### src/design/duc_params.svh
// Purpose: Constants for the DAC update and reset control block
// Assumes: 24-bit command words, 16 channels of 16 bits
// Notes: Commands sit in bits 23:20, channel select in bits 19:16
`ifndef DUC_PARAMS_SVH
`define DUC_PARAMS_SVH

// ==========================================================
// Command word layout
`define DUC_CMD_HI 23
`define DUC_CMD_LO 20
`define DUC_ADDR_HI 19
`define DUC_ADDR_LO 16
`define DUC_DATA_HI 15
`define DUC_DATA_LO 0

// ==========================================================
// Command codes
`define DUC_CMD_WR_INPUT 4'h1
`define DUC_CMD_UPD_DAC 4'h2
`define DUC_CMD_WR_UPD 4'h3
`define DUC_CMD_LOAD_MASK 4'h5
`define DUC_CMD_SOFT_RST 4'h6
`define DUC_CMD_REF_SETUP 4'h7

// ==========================================================
// Software reset key and reset values
`define DUC_SRST_ADDR 4'h0
`define DUC_SRST_KEY 16'h1234
`define DUC_MASK_RST 16'h0000
`define DUC_REF_RST 3'h0
`define DUC_REF_EN_BIT 0
`define DUC_CODE_ZERO 16'h0000
`define DUC_CODE_MID 16'h8000

// ==========================================================
// Power-on initialisation time
`define DUC_CLK_MHZ 125
`define DUC_POR_NS 1000
`define DUC_POR_CYC ((`DUC_POR_NS * `DUC_CLK_MHZ) / 1000)

`endif

### src/design/duc_pkg.sv
// Purpose: Types shared by the DAC update and reset control block
// Assumes: duc_params.svh supplies all numbers
// Notes: Types only
package duc_pkg;

    // ======================================================
    // Command word as received from the serial front end
    typedef struct packed {
        logic [3:0] cmd;
        logic [3:0] chan;
        logic [15:0] data;
    } duc_word_t;

    // ======================================================
    // Pin synchroniser stages
    typedef struct packed {
        logic [2:0] load_sync;
        logic [2:0] hwrst_sync;
    } duc_sync_t;

    // ======================================================
    // Initialisation sequence
    typedef enum logic [1:0] {
        DUC_ST_WAIT_PIN,
        DUC_ST_POR,
        DUC_ST_RUN
    } duc_state_t;

endpackage

### src/design/duc_pin_sync.sv
// Purpose: Three-stage synchroniser for one asynchronous pin
// Assumes: Pin is asynchronous to clk
// Notes: Output changes only once stages two and three agree
`timescale 1ns/10ps
module duc_pin_sync
    import duc_pkg::*;
#(
    parameter logic RST_VAL = 1'b1
) (
    input wire logic clk,
    input wire logic rst_n,
    input wire logic clk_en,
    input wire logic pin,
    output logic level
);

    typedef struct packed {
        logic [2:0] stage;
        logic level;
    } duc_ps_t;

    duc_ps_t st_reg;
    duc_ps_t st_next;

    // ======================================================
    // Shift and agree; stage 0 feeds only stage 1
    always_comb begin
        st_next = st_reg;
        st_next.stage = {st_reg.stage[1:0], pin};
        if (st_reg.stage[1] == st_reg.stage[2]) begin
            st_next.level = st_reg.stage[2];
        end
    end

    always_ff @(posedge clk) begin
        if (!rst_n) begin
            st_reg <= {{3{RST_VAL}}, RST_VAL};
        end else if (clk_en) begin
            st_reg <= st_next;
        end
    end

    assign level = st_reg.level;

endmodule

### src/design/duc_ctrl.sv
// Purpose: Load mask, write commands, resets and reference enable
// Assumes: Serial front end delivers whole 24-bit words as a pulse
// Notes: Pins are synchronised, so pin levels lag by four cycles
//
// Overview of operation
// - Command 0101 loads the mask from data bits; channel nibble ignored.
// - Mask clears to all zeros at reset; every channel follows strobe.
// - A channel with mask bit set ignores the falling strobe edge.
// - Command 0001 writes input; DAC also updates only if strobe low.
// - Command 0010 copies input to DAC register whatever the strobe.
// - Command 0011 writes both input and DAC registers whatever the strobe.
// - Falling strobe copies input to DAC on every unmasked channel.
// - Strobe held low ignores mask bits; writes update directly.
// - Low reset pin clears all outputs to the power-on code.
// - While reset pin is low, no output update is allowed.
// - After reset pin release, outputs hold cleared code until written or loaded from uncleared input registers.
// - Strobe and reset pin are ignored during power-on reset.
// - Reset pin low at power-up delays initialisation until released.
// - Power-up puts outputs at variant code until first valid write.
// - Soft reset needs command 0110, channel 0x0 and data 0x1234.
// - Valid soft reset restores power-on registers and restarts the power-on count, skipping the pin wait.
// - Internal reference enabled after power-up; setup bit cleared.
// - Command 0111 writes reference setup; bit 0 high disables it.
// - Reference setup ignores channel nibble; host writes reserved bits 0.
// - Command nibble in bits 23:20, channel nibble just below.
// - Words arrive as command byte, data MSB, data LSB.
// - Strobe high during writes then low updates unmasked outputs.
`timescale 1ns/10ps
`include "duc_params.svh"
module duc_ctrl
    import duc_pkg::*;
#(
    parameter logic MIDSCALE_VARIANT = 1'b0,
    parameter int POR_CYCLES = `DUC_POR_CYC
) (
    input wire logic clk,
    input wire logic rst_n,
    input wire logic clk_en,
    input wire logic word_valid,
    input wire logic [23:0] word_data,
    input wire logic load_strobe_n,
    input wire logic hw_reset_n,
    output logic [255:0] dac_codes,
    output logic [15:0] load_strobe_mask,
    output logic [2:0] reference_setup,
    output logic ref_enable,
    output logic ready
);

    // ======================================================
    // State record
    typedef struct packed {
        duc_state_t state;
        logic [15:0] por_cnt;
        logic [15:0] mask;
        logic [2:0] ref_setup;
        logic load_prev;
        logic [15:0][15:0] in_regs;
        logic [15:0][15:0] dac_regs;
    } duc_ctrl_st_t;

    duc_ctrl_st_t st_reg;
    duc_ctrl_st_t st_next;
    logic load_lvl;
    logic hwrst_lvl;
    duc_word_t word;
    logic [15:0] por_code;
    logic load_fall;
    logic running;

    // ======================================================
    // Pin synchronisers
    duc_pin_sync #(
        .RST_VAL(1'b1)
    ) u_load_sync (
        .clk(clk),
        .rst_n(rst_n),
        .clk_en(clk_en),
        .pin(load_strobe_n),
        .level(load_lvl)
    );

    // Reset pin starts out asserted; a pin held low at power-up
    // must never look released before it has passed all stages
    duc_pin_sync #(
        .RST_VAL(1'b0)
    ) u_hwrst_sync (
        .clk(clk),
        .rst_n(rst_n),
        .clk_en(clk_en),
        .pin(hw_reset_n),
        .level(hwrst_lvl)
    );

    // Word fields: command on top, channel below
    assign word = word_data;
    assign por_code = MIDSCALE_VARIANT ? `DUC_CODE_MID : `DUC_CODE_ZERO;
    assign running = (st_reg.state == DUC_ST_RUN);
    // Edge seen only once running; pins ignored during power-on
    assign load_fall = running && st_reg.load_prev && !load_lvl;

    // ======================================================
    // Next state
    always_comb begin
        st_next = st_reg;
        st_next.load_prev = load_lvl;
        case (st_reg.state)
            DUC_ST_WAIT_PIN: begin
                // Initialisation waits for reset pin release
                if (hwrst_lvl) begin
                    st_next.state = DUC_ST_POR;
                    st_next.por_cnt = 16'h0000;
                end
            end
            DUC_ST_POR: begin
                // Pins ignored while counting out power-on
                if (st_reg.por_cnt >= 16'(POR_CYCLES - 1)) begin
                    st_next.state = DUC_ST_RUN;
                end else begin
                    st_next.por_cnt = st_reg.por_cnt + 16'h0001;
                end
            end
            DUC_ST_RUN: begin
                if (!hwrst_lvl) begin
                    // Clear outputs and block updates while held
                    for (int i = 0; i < 16; i++) begin
                        st_next.dac_regs[i] = por_code;
                    end
                end else begin
                    // Falling strobe loads unmasked channels
                    if (load_fall) begin
                        for (int i = 0; i < 16; i++) begin
                            if (!st_reg.mask[i]) begin
                                st_next.dac_regs[i] =
                                    st_reg.in_regs[i];
                            end
                        end
                    end
                    // Commands override strobe action on same cycle
                    if (word_valid) begin
                        case (word.cmd)
                            `DUC_CMD_WR_INPUT: begin
                                st_next.in_regs[word.chan] = word.data;
                                // Low strobe bypasses the mask
                                if (!load_lvl) begin
                                    st_next.dac_regs[word.chan] =
                                        word.data;
                                end
                            end
                            `DUC_CMD_UPD_DAC: begin
                                st_next.dac_regs[word.chan] =
                                    st_reg.in_regs[word.chan];
                            end
                            `DUC_CMD_WR_UPD: begin
                                st_next.in_regs[word.chan] = word.data;
                                st_next.dac_regs[word.chan] =
                                    word.data;
                            end
                            `DUC_CMD_LOAD_MASK: begin
                                st_next.mask = word.data;
                            end
                            `DUC_CMD_SOFT_RST: begin
                                if (word.chan == `DUC_SRST_ADDR &&
                                    word.data == `DUC_SRST_KEY) begin
                                    // Restart as after power-up
                                    st_next.state = DUC_ST_POR;
                                    st_next.por_cnt = 16'h0000;
                                    st_next.mask = `DUC_MASK_RST;
                                    st_next.ref_setup = `DUC_REF_RST;
                                    for (int i = 0; i < 16; i++) begin
                                        st_next.in_regs[i] = por_code;
                                        st_next.dac_regs[i] = por_code;
                                    end
                                end
                            end
                            `DUC_CMD_REF_SETUP: begin
                                // Channel nibble is don't-care
                                st_next.ref_setup =
                                    word.data[2:0];
                            end
                            default: begin
                            end
                        endcase
                    end
                end
            end
            default: begin
                st_next.state = DUC_ST_WAIT_PIN;
            end
        endcase
    end

    // ======================================================
    // Register; reset gives power-on code, empty mask, ref on
    always_ff @(posedge clk) begin
        if (!rst_n) begin
            st_reg.state <= DUC_ST_WAIT_PIN;
            st_reg.por_cnt <= 16'h0000;
            st_reg.mask <= `DUC_MASK_RST;
            st_reg.ref_setup <= `DUC_REF_RST;
            st_reg.load_prev <= 1'b1;
            for (int i = 0; i < 16; i++) begin
                // Power-on code held until first write
                st_reg.in_regs[i] <= por_code;
                st_reg.dac_regs[i] <= por_code;
            end
        end else if (clk_en) begin
            st_reg <= st_next;
        end
    end

    // ======================================================
    // Outputs, all from flip-flops except ready and ref_enable
    assign dac_codes = st_reg.dac_regs;
    assign load_strobe_mask = st_reg.mask;
    assign reference_setup = st_reg.ref_setup;
    assign ref_enable = !st_reg.ref_setup[`DUC_REF_EN_BIT];
    // Words offered before ready are dropped, not queued
    assign ready = running;

endmodule

### config.mk
export PLATFORM = sky130hd
export DESIGN_NAME = duc_ctrl
export DESIGN_NICKNAME = d
export VERILOG_FILES = /design/src/design/duc_pkg.sv /design/src/design/duc_pin_sync.sv /design/src/design/duc_ctrl.sv
export VERILOG_INCLUDE_DIRS = /design/src /design/src/design
export SDC_FILE = /design/constraint.sdc
export NUM_CORES = 1
export LEC_CHECK = 0
export BUFFER_PORTS_ARGS = -buffer_cell sky130_fd_sc_hd__buf_2
export CAP_MARGIN = 0
export CORE_ASPECT_RATIO = 1.75
export CORE_MARGIN = 4
export CORE_UTILIZATION = 35
export CTS_BUF_LIST = sky130_fd_sc_hd__clkbuf_16
export DETAILED_ROUTE_END_ITERATION = 16
export PLACE_DENSITY_LB_ADDON = 0.12
export SYNTH_ARGS = -nofsm -noshare
export SYNTH_HDL_FRONTEND = slang
export SYNTH_SLANG_ARGS = --single-unit
### constraint.sdc
create_clock -name clk -period 6.31 [get_ports clk]
set_input_delay 0.9465 -clock clk [delete_from_list [all_inputs] [get_ports clk]]
set_output_delay 0.9465 -clock clk [all_outputs]
set_load 0.05 [all_outputs]
==> metrics.cfg <==
[critical_path]
crit_path_end_kind = register
worst-endpoint-required_ns = 6.80
critPathArrivalTime_ns = 4.64
path_buf_inv = 3
worstSetupPathType = in2reg
crit_path_frequent_cell = buf_4
cp_top_family = simple AND/OR/NAND/NOR gates
max_stage_delay_ns = 0.75
crit_path_max_fanout = 16
crit_chain = buf_2, nor4b_1, buf_4, a31oi_1, buf_4, or3_1, o221ai_1, nand2_1, a221o_1
worstSetupStartpointType = input port
critPathSlowestCell = nor4b_1

[grt]
overflow = 0
grt_max_degree = 74
grt.total_usage_pct = 25.93
antenna_found_initial = 0
grt_pass1_vias = 19800
grt_pass1_wl_mm = 144.8

[floorplanning]
die-height_um = 358.0
fp-row-count = 128
die_width_um = 208.0
initial_core_util_pct = 35.25
die_area_um2 = 74470
core_um2 = 69510
pin_count = 307

[synth]
syn_inst = 2439
async_flop_share_pct = 0
yosysWarnings = 0
synth_seq_cells = 558
ys_types = 70
synth_edf_count = 0
synth_top_area_share_pct = 45.59
ys.flop_type = dfxtp_1
synth_area_leaders = dfxtp_1 (46%), o2bb2ai_1 (9.2%), buf_4 (8.5%), a221o_1 (6.5%), mux4_2 (5.9%)
avgSynthCellArea_um2 = 10.05
synth_area_um2 = 24500
yosysSeqAreaShare_pct = 45.59
synth_fp_nets = 2476
synth_area_leader_cell = dfxtp_1

[layout]
final_cell_count_no_fill = 3350
finish.utilization_pct = 38.24
antenna_cells = 0
largest_reg_flops = 275
nNetsFinal = 2436
final_layout_size_suffix_gt1_share_pct = 22.79
areaGrowthSynthToFinish_pct = 8.492

[placement]
dp_hpwl_mm = 72.85
gp_congestion = 0.8868
dp_cells = 3255
io_buffers = 306
post-place-ws_ns = 1.686

[cts]
cts-root-buf = clkbuf_16
cts_setup_buffers = 0
postCtsHoldBufs = 0
cts_htree_levels = 2
clk_pin_slew_ns = 0.07
clock_sink_count = 558
clockBufferDepth = 3
ctsResizeCount = 0
clkLatencyLatePin_ns = 0.61
tritoncts = yes
cts_buffers = 52

[timing]
tightest_slew_ns = 1.603
finClkSkew_ns = 0.01265
rsz0062_at_grt = false
setup_viol = 0
setup-tns-final_ns = 0
fmax_mhz = 241.2
fin_crit_ns = 4.147
hold_viol_final = 0
setup_ws_ns = 2.163
finalMaxSlewViolations = 6
slew_headroom_pct = -6.874
fin_crit_sh_pct = 65.72
timing.hold.ws_ns = 0.4403

[power_and_ir_drop]
peakVddDrop_v = 0.0001661
power.density_nw_per_um2 = 266.7
leakagePower_nw = 10.22

[job]
drv_cap = 0

[drt]
drt_iter0_markers = 1939
avgRoutedWirePerCell_um = 30.28
drc_errors = 0
vias_per_cell = 5.935
wirelength_mm = 101.4
first_pass_iters = 6
vias = 19880
ant_nets = 0

[hold_path]
hold_class = reg2reg

[outcome]
run_status = finished, violations left
violations = slew limit

-- report_power, final --
group          leakage [nW]  switching [W]  internal (W)  total, W
Combinational          4.86       0.000242     0.0000562  0.000298
Clock                 0.869        0.00147       0.00180   0.00327
Sequential             4.49    0.000000891       0.00352   0.00352
-- final timing paths --
kind,from,end,slack (ns),depth (start not counted)
worst max-delay path,word_data[10],dac_codes[245]$_SDFFE_PN0P_,2.16,9
worst min register to register,dac_codes[36]$_SDFFE_PN0P_,dac_codes[36]$_SDFFE_PN0P_,0.44,2
worst max register to register,u_load_sync.level$_SDFFE_PN1P_,dac_codes[200]$_SDFFE_PN0P_,2.79,7
worst min-delay path,dac_codes[36]$_SDFFE_PN0P_,dac_codes[36]$_SDFFE_PN0P_,0.44,2
-- metrics by stage --
stage | power [W] | cell area [um2]
final | 0.007088 | 26580
after global routing | 0.007262 | 26580
after CTS | 0.007142 | 26580
after detailed placement | 0.003898 | 24870
after global placement | 0.003895 | 24870
after floorplan | 0.003768 | 24500
-- layout by cell type, fill, tap and decap left out, types with 19 or more instances in the layout --
cell type,n
a221o_1,160
dfxtp_1,558
nand2_1,268
nand3_1,21
o21ai_0,27
inv_1,36
o221ai_1,19
mux4_2,64
buf_2,305
nor2b_1,29
nand2b_1,19
a21oi_1,53
a22oi_1,83
o2bb2ai_1,256
clkbuf_16,54
buf_4,54
nor2_1,172
o31ai_1,23
-- cells in the mapped netlist, types with 5 or more instances --
cell / n
o31ai_1: 23
nor3_1: 13
o2bb2ai_1: 256
o21ai_0: 27
nand2_1: 268
ha_1: 7
o31a_1: 8
nand3_1: 21
nor2b_1: 41
and3_1: 15
nor2_1: 172
a221o_1: 160
o211ai_1: 11
o311a_1: 6
a22oi_2: 5
a21boi_0: 13
a22oi_1: 83
mux4_2: 64
a21oi_1: 53
a22o_1: 12
mux2i_1: 12
and2_1: 9
o21a_1: 5
nand4_1: 7
or2_2: 7
dfxtp_1: 558
buf_4: 278
nand2b_1: 19
clkbuf_1: 120
buf_1: 9
inv_1: 27
a31oi_1: 6
o221ai_1: 19
buf_2: 43
-- worst reg2reg max path, delay by kind of cell, from the launching register on --
family	cells	cell delay [ns]
and+or+nand+nor	3	0.41
DFF	1	0.41
AOI/OAI and AO/OA	3	2.36
buffers and inverters	1	0.23
-- area by class of cell --
class	instances	area, um2
fillers	7041	42920
flip-flops and latches	558	11170
multi-input cells	1401	10530
repair buffers	359	1932
clock buffers	54	1351
well taps	910	1139
clock inverters	41	356.6
inverters	27	101.3
-- per-layer routing --
metal  GRT usage, %  up-vias  wire (um)
met5              0        -          0
met4          13.12        0       5711
met3          5.286      196       6961
met2          44.37      949      49180
met1          30.96     9967      39580
li1               -     8770          -
-- cell families after synthesis --
group / count (synthesis) / share of synthesized area (%)
AO/OA/AOI/OAI: 707 / 24.39
XOR/XNOR: 2 / 0.07151
adder cells (fa/ha/maj): 7 / 0.3575
buffers and inverters: 480 / 11.92
flip-flops: 558 / 45.59
multiplexers: 80 / 6.557
AND/OR/NAND/NOR: 605 / 11.11
Power figures use the tool's default switching activity.
